[src/common/hall_regs_pkg.sv]
/*
 * shared constants and carriers for the hall result and wake-up register bank.
 * assumes a byte-wide register port driven by a bus engine on the same clock.
 */
package hall_regs_pkg;

	////////////////////////////////////////////////////////////////////////////
	// register offsets
	localparam logic [7:0] OFS_FIELD_X_HIGH   = 8'h00;
	localparam logic [7:0] OFS_FIELD_Y_HIGH   = 8'h01;
	localparam logic [7:0] OFS_FIELD_Z_HIGH   = 8'h02;
	localparam logic [7:0] OFS_HEAT_HIGH      = 8'h03;
	localparam logic [7:0] OFS_FIELD_XY_LOW   = 8'h04;
	localparam logic [7:0] OFS_HEAT_Z_LOW     = 8'h05;
	localparam logic [7:0] OFS_DIAG           = 8'h06;
	localparam logic [7:0] OFS_X_LOWER_HIGH   = 8'h07;
	localparam logic [7:0] OFS_X_UPPER_HIGH   = 8'h08;
	localparam logic [7:0] OFS_Y_LOWER_HIGH   = 8'h09;
	localparam logic [7:0] OFS_Y_UPPER_HIGH   = 8'h0a;
	localparam logic [7:0] OFS_Z_LOWER_HIGH   = 8'h0b;
	localparam logic [7:0] OFS_Z_UPPER_HIGH   = 8'h0c;
	localparam logic [7:0] OFS_WAKE_X_LOW     = 8'h0d;

	////////////////////////////////////////////////////////////////////////////
	// reset values
	localparam logic [7:0] RST_FIELD_HIGH     = 8'h00;
	localparam logic [7:0] RST_HEAT_HIGH      = 8'h80;
	localparam logic [3:0] RST_NIBBLE         = 4'h0;
	localparam logic [1:0] RST_HEAT_LOW       = 2'h0;
	localparam logic [7:0] RST_LIMIT_HIGH     = 8'h00;
	localparam logic [2:0] RST_LIMIT_LOW      = 3'h0;
	localparam logic [7:0] READ_UNMAPPED      = 8'h00;

	////////////////////////////////////////////////////////////////////////////
	// field positions
	localparam int WAKE_ACT_BIT  = 7;
	localparam int WAKE_EN_BIT   = 6;
	localparam int UP_LSB_HI     = 5;
	localparam int UP_LSB_LO     = 3;
	localparam int LO_LSB_HI     = 2;
	localparam int LO_LSB_LO     = 0;
	localparam int DIAG_RES_PAR  = 7;
	localparam int DIAG_CFG_PAR  = 6;

	// width of a full axis result
	localparam int AXIS_W        = 12;

	////////////////////////////////////////////////////////////////////////////
	// carriers
	typedef struct packed {
		logic        valid;
		logic [11:0] x;
		logic [11:0] y;
		logic [11:0] z;
		logic [9:0]  heat;
	} sample_s;

	typedef struct packed {
		logic [7:0]  high;
		logic [2:0]  low;
	} limit_s;

endpackage : hall_regs_pkg

[src/rtl/hall_axis_window.sv]
/*
 * one axis threshold comparator: full signed result against both limits.
 * assumes result and limits are stable for the cycle they are compared.
 */
`timescale 1ns/1ps
module hall_axis_window #(
	parameter int W = 12
) (
	// clock and reset
	input  wire logic         i_clk,
	input  wire logic         i_rst,
	// operands
	input  wire logic [W-1:0] i_value,
	input  wire logic [W-1:0] i_lower,
	input  wire logic [W-1:0] i_upper,
	// result
	output logic              o_hit
);

	// signed compares; limits built as high part above low bits
	wire logic at_or_below = $signed(i_value) <= $signed(i_lower);
	wire logic at_or_above = $signed(i_value) >= $signed(i_upper);

	// registered so the top output stays flop-driven
	always_ff @(posedge i_clk or posedge i_rst) begin
		if (i_rst) begin
			o_hit <= 1'b0;
		end else begin
			o_hit <= at_or_below | at_or_above;
		end
	end

endmodule : hall_axis_window

[src/rtl/hall_result_wakeup_regs.sv]
/*
 * hall sensor result and wake-up threshold register bank.
 * assumes a same-clock byte register port from the bus engine and conversion
 * samples arriving as one valid-qualified struct.
 */
`timescale 1ns/1ps
module hall_result_wakeup_regs #(
	parameter int AW = 8
) (
	// clock and reset
	input  wire logic                   i_clk,
	input  wire logic                   i_rst,
	// register port
	input  wire logic                   i_wr,
	input  wire logic                   i_rd,
	input  wire logic [AW-1:0]          i_addr,
	input  wire logic [7:0]             i_wdata,
	output logic      [7:0]             o_rdata,
	// conversion samples
	input  wire hall_regs_pkg::sample_s i_sample,
	input  wire logic                   i_z_on,
	input  wire logic                   i_heat_on,
	// straps and diagnostic inputs
	input  wire logic [1:0]             i_bus_address_selector,
	input  wire logic                   i_result_parity,
	input  wire logic                   i_config_parity_flag,
	input  wire logic                   i_config_register_parity,
	input  wire logic                   i_test_mode_on,
	input  wire logic [5:0]             i_diag_rest,
	input  wire logic [2:0]             i_y_limit_low_up,
	input  wire logic [2:0]             i_y_limit_low_lo,
	input  wire logic [2:0]             i_z_limit_low_up,
	input  wire logic [2:0]             i_z_limit_low_lo,
	// interrupt
	input  wire logic                   i_ordinary_int,
	output logic                        o_int_pulse,
	output logic                        o_wake_active_flag
);

	////////////////////////////////////////////////////////////////////////////
	// storage
	logic [7:0]  x_high_ff, y_high_ff, z_high_ff, heat_high_ff;
	logic [3:0]  x_nib_ff, y_nib_ff, z_nib_ff;
	logic [1:0]  heat_low_ff;
	logic [1:0]  addr_sel_ff;
	hall_regs_pkg::limit_s x_lower_limit_ff, x_upper_limit_ff;
	hall_regs_pkg::limit_s y_lower_limit_ff, y_upper_limit_ff;
	hall_regs_pkg::limit_s z_lower_limit_ff, z_upper_limit_ff;
	logic        wake_enable_ff;
	logic        wake_active_flag_ff;
	logic [7:0]  rdata_ff;
	logic        int_ff;
	logic        hit_seen_ff;

	////////////////////////////////////////////////////////////////////////////
	// write decode
	wire logic wr_xl = i_wr && (i_addr == hall_regs_pkg::OFS_X_LOWER_HIGH);
	wire logic wr_xh = i_wr && (i_addr == hall_regs_pkg::OFS_X_UPPER_HIGH);
	wire logic wr_yl = i_wr && (i_addr == hall_regs_pkg::OFS_Y_LOWER_HIGH);
	wire logic wr_yh = i_wr && (i_addr == hall_regs_pkg::OFS_Y_UPPER_HIGH);
	wire logic wr_zl = i_wr && (i_addr == hall_regs_pkg::OFS_Z_LOWER_HIGH);
	wire logic wr_zh = i_wr && (i_addr == hall_regs_pkg::OFS_Z_UPPER_HIGH);
	wire logic wr_wu = i_wr && (i_addr == hall_regs_pkg::OFS_WAKE_X_LOW);

	////////////////////////////////////////////////////////////////////////////
	// sample capture: z and heat fall back to reset values while switched off
	always_ff @(posedge i_clk or posedge i_rst) begin
		if (i_rst) begin
			x_high_ff    <= hall_regs_pkg::RST_FIELD_HIGH;
			y_high_ff    <= hall_regs_pkg::RST_FIELD_HIGH;
			x_nib_ff     <= hall_regs_pkg::RST_NIBBLE;
			y_nib_ff     <= hall_regs_pkg::RST_NIBBLE;
		end else if (i_sample.valid) begin
			x_high_ff    <= i_sample.x[11:4];
			y_high_ff    <= i_sample.y[11:4];
			x_nib_ff     <= i_sample.x[3:0];
			y_nib_ff     <= i_sample.y[3:0];
		end
	end

	always_ff @(posedge i_clk or posedge i_rst) begin
		if (i_rst) begin
			z_high_ff    <= hall_regs_pkg::RST_FIELD_HIGH;
			z_nib_ff     <= hall_regs_pkg::RST_NIBBLE;
		end else if (!i_z_on) begin
			z_high_ff    <= hall_regs_pkg::RST_FIELD_HIGH;
			z_nib_ff     <= hall_regs_pkg::RST_NIBBLE;
		end else if (i_sample.valid) begin
			z_high_ff    <= i_sample.z[11:4];
			z_nib_ff     <= i_sample.z[3:0];
		end
	end

	always_ff @(posedge i_clk or posedge i_rst) begin
		if (i_rst) begin
			heat_high_ff <= hall_regs_pkg::RST_HEAT_HIGH;
			heat_low_ff  <= hall_regs_pkg::RST_HEAT_LOW;
		end else if (!i_heat_on) begin
			heat_high_ff <= hall_regs_pkg::RST_HEAT_HIGH;
			heat_low_ff  <= hall_regs_pkg::RST_HEAT_LOW;
		end else if (i_sample.valid) begin
			heat_high_ff <= i_sample.heat[9:2];
			heat_low_ff  <= i_sample.heat[1:0];
		end
	end

	// selector copy is caught after reset release, never loaded under reset
	always_ff @(posedge i_clk or posedge i_rst) begin
		if (i_rst) begin
			addr_sel_ff <= 2'h0;
		end else begin
			addr_sel_ff <= i_bus_address_selector;
		end
	end

	////////////////////////////////////////////////////////////////////////////
	// threshold registers, high parts written whole
	always_ff @(posedge i_clk or posedge i_rst) begin
		if (i_rst) begin
			x_lower_limit_ff.high <= hall_regs_pkg::RST_LIMIT_HIGH;
			x_upper_limit_ff.high <= hall_regs_pkg::RST_LIMIT_HIGH;
			y_lower_limit_ff.high <= hall_regs_pkg::RST_LIMIT_HIGH;
			y_upper_limit_ff.high <= hall_regs_pkg::RST_LIMIT_HIGH;
			z_lower_limit_ff.high <= hall_regs_pkg::RST_LIMIT_HIGH;
			z_upper_limit_ff.high <= hall_regs_pkg::RST_LIMIT_HIGH;
		end else begin
			if (wr_xl) x_lower_limit_ff.high <= i_wdata;
			if (wr_xh) x_upper_limit_ff.high <= i_wdata;
			if (wr_yl) y_lower_limit_ff.high <= i_wdata;
			if (wr_yh) y_upper_limit_ff.high <= i_wdata;
			if (wr_zl) z_lower_limit_ff.high <= i_wdata;
			if (wr_zh) z_upper_limit_ff.high <= i_wdata;
		end
	end

	// y and z low bits live in registers outside this bank
	always_ff @(posedge i_clk or posedge i_rst) begin
		if (i_rst) begin
			y_lower_limit_ff.low <= hall_regs_pkg::RST_LIMIT_LOW;
			y_upper_limit_ff.low <= hall_regs_pkg::RST_LIMIT_LOW;
			z_lower_limit_ff.low <= hall_regs_pkg::RST_LIMIT_LOW;
			z_upper_limit_ff.low <= hall_regs_pkg::RST_LIMIT_LOW;
		end else begin
			y_lower_limit_ff.low <= i_y_limit_low_lo;
			y_upper_limit_ff.low <= i_y_limit_low_up;
			z_lower_limit_ff.low <= i_z_limit_low_lo;
			z_upper_limit_ff.low <= i_z_limit_low_up;
		end
	end

	// x low bits and wake enable share one register; bit 7 ignores writes
	always_ff @(posedge i_clk or posedge i_rst) begin
		if (i_rst) begin
			x_upper_limit_ff.low <= hall_regs_pkg::RST_LIMIT_LOW;
			x_lower_limit_ff.low <= hall_regs_pkg::RST_LIMIT_LOW;
			wake_enable_ff       <= 1'b0;
		end else if (wr_wu) begin
			x_upper_limit_ff.low <= i_wdata[hall_regs_pkg::UP_LSB_HI:hall_regs_pkg::UP_LSB_LO];
			x_lower_limit_ff.low <= i_wdata[hall_regs_pkg::LO_LSB_HI:hall_regs_pkg::LO_LSB_LO];
			wake_enable_ff       <= i_wdata[hall_regs_pkg::WAKE_EN_BIT];
		end
	end

	////////////////////////////////////////////////////////////////////////////
	// wake-up qualification: enable alone is only a request
	wire logic wake_ok = wake_enable_ff && !i_test_mode_on
		&& i_config_register_parity && i_config_parity_flag;

	always_ff @(posedge i_clk or posedge i_rst) begin
		if (i_rst) begin
			wake_active_flag_ff <= 1'b0;
		end else begin
			wake_active_flag_ff <= wake_ok;
		end
	end

	////////////////////////////////////////////////////////////////////////////
	// per-axis comparators on full 12-bit values
	wire logic [hall_regs_pkg::AXIS_W-1:0] axis_val [3];
	wire logic [hall_regs_pkg::AXIS_W-1:0] axis_lo  [3];
	wire logic [hall_regs_pkg::AXIS_W-1:0] axis_up  [3];
	wire logic [2:0]                       axis_hit;

	// low limit bits pad with zero to reach the nibble position
	assign axis_val[0] = {x_high_ff, x_nib_ff};
	assign axis_val[1] = {y_high_ff, y_nib_ff};
	assign axis_val[2] = {z_high_ff, z_nib_ff};
	assign axis_lo[0]  = {x_lower_limit_ff, 1'b0};
	assign axis_lo[1]  = {y_lower_limit_ff, 1'b0};
	assign axis_lo[2]  = {z_lower_limit_ff, 1'b0};
	assign axis_up[0]  = {x_upper_limit_ff, 1'b0};
	assign axis_up[1]  = {y_upper_limit_ff, 1'b0};
	assign axis_up[2]  = {z_upper_limit_ff, 1'b0};

	genvar g;
	generate
		for (g = 0; g < 3; g++) begin : g_axis
			hall_axis_window #(
				.W       (hall_regs_pkg::AXIS_W)
			) u_window (
				.i_clk   (i_clk),
				.i_rst   (i_rst),
				.i_value (axis_val[g]),
				.i_lower (axis_lo[g]),
				.i_upper (axis_up[g]),
				.o_hit   (axis_hit[g])
			);
		end
	endgenerate

	////////////////////////////////////////////////////////////////////////////
	// interrupt: with wake active, one pulse per new sample that crosses a limit; otherwise follows the ordinary source
	wire logic any_hit = |axis_hit;
	logic      sample_d_ff;

	always_ff @(posedge i_clk or posedge i_rst) begin
		if (i_rst) begin
			sample_d_ff <= 1'b0;
			hit_seen_ff <= 1'b0;
		end else begin
			sample_d_ff <= i_sample.valid;
			hit_seen_ff <= sample_d_ff;
		end
	end

	// comparators lag the sample by two cycles, hence the delayed strobe
	wire logic wake_pulse = wake_active_flag_ff && hit_seen_ff && any_hit;
	wire logic nxt_int    = wake_active_flag_ff ? wake_pulse : i_ordinary_int;

	always_ff @(posedge i_clk or posedge i_rst) begin
		if (i_rst) begin
			int_ff <= 1'b0;
		end else begin
			int_ff <= nxt_int;
		end
	end

	////////////////////////////////////////////////////////////////////////////
	// read mux
	logic [7:0] rd_mux;

	always_comb begin
		unique case (i_addr)
			hall_regs_pkg::OFS_FIELD_X_HIGH: rd_mux = x_high_ff;
			hall_regs_pkg::OFS_FIELD_Y_HIGH: rd_mux = y_high_ff;
			hall_regs_pkg::OFS_FIELD_Z_HIGH: rd_mux = z_high_ff;
			hall_regs_pkg::OFS_HEAT_HIGH:    rd_mux = heat_high_ff;
			hall_regs_pkg::OFS_FIELD_XY_LOW: rd_mux = {x_nib_ff, y_nib_ff};
			hall_regs_pkg::OFS_HEAT_Z_LOW:   rd_mux = {heat_low_ff, addr_sel_ff, z_nib_ff};
			hall_regs_pkg::OFS_DIAG:         rd_mux = {i_result_parity, i_config_parity_flag, i_diag_rest};
			hall_regs_pkg::OFS_X_LOWER_HIGH: rd_mux = x_lower_limit_ff.high;
			hall_regs_pkg::OFS_X_UPPER_HIGH: rd_mux = x_upper_limit_ff.high;
			hall_regs_pkg::OFS_Y_LOWER_HIGH: rd_mux = y_lower_limit_ff.high;
			hall_regs_pkg::OFS_Y_UPPER_HIGH: rd_mux = y_upper_limit_ff.high;
			hall_regs_pkg::OFS_Z_LOWER_HIGH: rd_mux = z_lower_limit_ff.high;
			hall_regs_pkg::OFS_Z_UPPER_HIGH: rd_mux = z_upper_limit_ff.high;
			hall_regs_pkg::OFS_WAKE_X_LOW:   rd_mux = {wake_active_flag_ff, wake_enable_ff,
				x_upper_limit_ff.low, x_lower_limit_ff.low};
			default:                         rd_mux = hall_regs_pkg::READ_UNMAPPED;
		endcase
	end

	// read data registered and held until the next read
	always_ff @(posedge i_clk or posedge i_rst) begin
		if (i_rst) begin
			rdata_ff <= hall_regs_pkg::READ_UNMAPPED;
		end else if (i_rd) begin
			rdata_ff <= rd_mux;
		end
	end

	////////////////////////////////////////////////////////////////////////////
	// outputs
	assign o_rdata            = rdata_ff;
	assign o_int_pulse        = int_ff;
	assign o_wake_active_flag = wake_active_flag_ff;

endmodule : hall_result_wakeup_regs

[config.mk]
export PLATFORM = sky130hd
export DESIGN_NAME = hall_result_wakeup_regs
export DESIGN_NICKNAME = d
export VERILOG_FILES = /design/src/common/hall_regs_pkg.sv /design/src/rtl/hall_axis_window.sv /design/src/rtl/hall_result_wakeup_regs.sv
export SDC_FILE = /design/constraint.sdc
export NUM_CORES = 1
export LEC_CHECK = 0
export BUFFER_PORTS_ARGS = -buffer_cell sky130_fd_sc_hd__buf_2
export CORE_MARGIN = 5
export CORE_UTILIZATION = 50
export CTS_CLUSTER_DIAMETER = 120
export CTS_CLUSTER_SIZE = 28
export DETAILED_ROUTE_END_ITERATION = 6
export GPL_TIMING_DRIVEN = 0
export PLACE_DENSITY = 0.71
export SKIP_LAST_GASP = 1
export SLEW_MARGIN = 10
export SYNTH_ARGS = -nofsm -noshare
export SYNTH_HDL_FRONTEND = slang
export SYNTH_SLANG_ARGS = --single-unit
export TNS_END_PERCENT = 5
[constraint.sdc]
create_clock -name i_clk -period 3.63 [get_ports i_clk]
set_input_delay 0.363 -clock i_clk [delete_from_list [all_inputs] [get_ports i_clk]]
set_output_delay 0.363 -clock i_clk [all_outputs]
set_load 0.005 [all_outputs]
==> metrics <==
outcome=finished clean; CP Depth=7; CP Data Arrival Time=~2.9 ns; vias in the first global route=about 6700; period utilization=0.715; ys async rst share=1.00; R2R setup slack=1.68 ns; Leak=roughly 4.2 nW; hpwl dp=slightly below 20000 um; Util after Layout=0.602; Buf/Inv on CP=2; Nets=990; initial antenna violation count=0; depth of the worst register-to-register path=7; maxcap violations=0; global-route wire length before repair=38600 um; largest net degree at the start of global routing=36; CTS tree=done; Post-CTS Setup Bufs=0; Area growth syn-to-layout=19.4%; Power Total=4.20 mW; #FFs+latches synth=130; relative slew slack=0.339; vias per cell=6.00; worst IR drop on VDD=0.328 mV; commonest cells after routing, fill and taps aside=dfrtp_1 (129), buf_2 (105), mux2_2 (84), inv_1 (80), ha_1 (66); crit path launch type=input pin; CP endpoint=axis_lo[29]; per-cell routed wire length=between 20 and 25 um; number of flops mapped to enable cells by yosys=0; CP Class=in2reg; Main synth FF type=dfrtp_1; H-tree Lvls=4; Placer Congestion=0.967; Final Skew=0.0111 ns; CORE AREA=15000 sq um; Top delay family on crit path=simple AND/OR/NAND/NOR gates; later-pin clock latency in the skew report=0.43 ns; Total Wirelength=between 20000 and 25000 um; leading area contributor after synthesis=dfrtp_1; GRT Overall Usage=0.290; register area share after synthesis=0.429; most frequent cell on the critical path=buf_2; synthesized area=around 7600 sq um; Final Hold Viols=0; Iteration-0 DRC Markers=439; crit path cell chain=buf_2 -> nor4_2 -> nand2_1 -> nor2_1 -> and4_1 -> buf_2 -> mux2_2; R2R Path End=g_axis[0].u_window.o_hit; Core Rows=45; CTS max path bufs=2; endpoint class of the critical path=flop; num ports=approximately 100; Root Buffer=clkbuf_16; Slew Viols, Final=0; Slowest cell on crit path=nor4_2; CP Launch Point=i_addr[7]; Die ar.=~18000 sq um; setup TNS=0 ns; clk sinks=130; Resize count post-CTS=0; most common cell after layout, fill and taps aside=dfrtp_1; Routed Antenna Nets=0; initial core utilization=0.504; endpoints failing setup=0; grt ovf=0; RSZ-0062 raised after global routing=no; Vias=6188; worst-path fanout max=8; DRT Pass-1 Iters=5; Die Width=133 um; Hold Crit Class=in2reg; crit path time final=2.59 ns; Synth Net Count=868; clk slew on worst S/H paths=0.06 ns; Synth Instances=708; synth warn=0; Req. time, crit path=3.94 ns; PD cells=464 nW/um^2; slowest cell delay on critical path=0.85 ns; Worst-Margin Slew=0.983 ns; Antenna Cells=0; Inserted Clock Buffers=17; Syn Area/Cell=10.7 sq um; Hold WS=0.0355 ns; Synth cell types=58; Synth top area share=0.426; die extent in y=between 100 and 150 um; proportion of layout cells with a drive suffix above 1=0.280; reg-to-reg startpoint=axis_up[26]; DRC viols=0; CTS Hold Bufs=0; I/O Buffers=100; largest cells by area after synthesis=dfrtp_1 (43%), mux2_2 (12%), ha_1 (11%); Fmax=385 MHz
[routing by layer]
metal / global-route usage / routed length, um / up-vias
met2: 0.449 / 11400 / 231
met1: 0.383 / 10800 / 3104
met4: 0.147 / 998 / 0
met3: 0.0665 / 1660 / 52
met5: 0 / 0 / -
li1: - / - / 2801
[power by group]
group          switching [mW]  internal, mW  total, mW
combinational           0.324         0.261      0.585
sequential              0.106          1.54       1.65
clock                   0.646          1.32       1.97
total                    1.08          3.12       4.20
[Yosys cell counts, drive strengths merged, types with 2 or more instances]
library cell	instances
or2	2
nor3	10
inv	81
a22o	2
or3	2
nor2b	30
nand2	30
o2bb2ai	2
o311ai	2
nand3b	2
dfrtp	129
nor2	18
o32ai	2
o221ai	5
o22ai	4
a2bb2oi	2
mux2	84
clkbuf	13
and3	6
mux2i	38
nand4b	5
ha	66
and3b	2
a211o	3
o21ai	33
a32oi	3
o211ai	5
and4b	3
nand3	19
buf	14
nand2b	7
a211oi	2
a31oi	12
a21oi	33
a22oi	3
nand4	11
a21o	4
nor3b	3
mux4	4
[cell type report]
cell class | instances | area [sq um]
Sequential cell | 130 | 3250
Clock buffer | 23 | 468
Timing Repair Buffer | 103 | 561
Tap cell | 188 | 235
Multi-Input combinational cell | 470 | 3910
Fill cell | 1261 | 5990
Clock inverter | 9 | 201
Inverter | 81 | 308
Buffer | 27 | 115
[how the worst min path moves through the flow]
stage / from / to / cells past startpoint
after detailed placement: sample_d_ff / hit_seen_ff / 0
after global routing: i_bus_address_selector[1] / addr_sel_ff[1] / 1
after global placement: sample_d_ff / hit_seen_ff / 0
final: i_bus_address_selector[1] / addr_sel_ff[1] / 1
after floorplan: sample_d_ff / hit_seen_ff / 0
after CTS: i_z_limit_low_lo[1] / axis_lo[2] / 1
[per-stage QoR]
stage	instance area, sq um	setup WS [ns]	cells
3_5_place_dp	8380	0.672	999
5_1_grt	9050	0.976	1031
6_report	9050	1.04	1031
3_3_place_gp	8320	0.675	996
4_1_cts	9050	1.12	1031
2_1_floorplan	7580	1.66	708
[registers in the layout, summed over array words and instances (netlist names), 2 cells and up]
signal and count:
addr_sel_ff 2, x_high_ff 8, y_nib_ff 4, axis_up 33, o_rdata 8, heat_high_ff 8
heat_low_ff 2, axis_lo 33, z_nib_ff 4, y_high_ff 8, x_nib_ff 4, g_axis.u_window.o_hit 3
z_high_ff 8
[cell families (layout without fill, tap and decap cells)]
logic type,after synthesis,after routing,synth area share
compound gates,125,125,0.105
fa+ha+maj,66,66,0.109
buf+inv,108,243,0.0553
flops,130,130,0.429
mux,126,126,0.187
simple gates,153,153,0.115
Note: power is estimated with default switching activity, not from simulation.
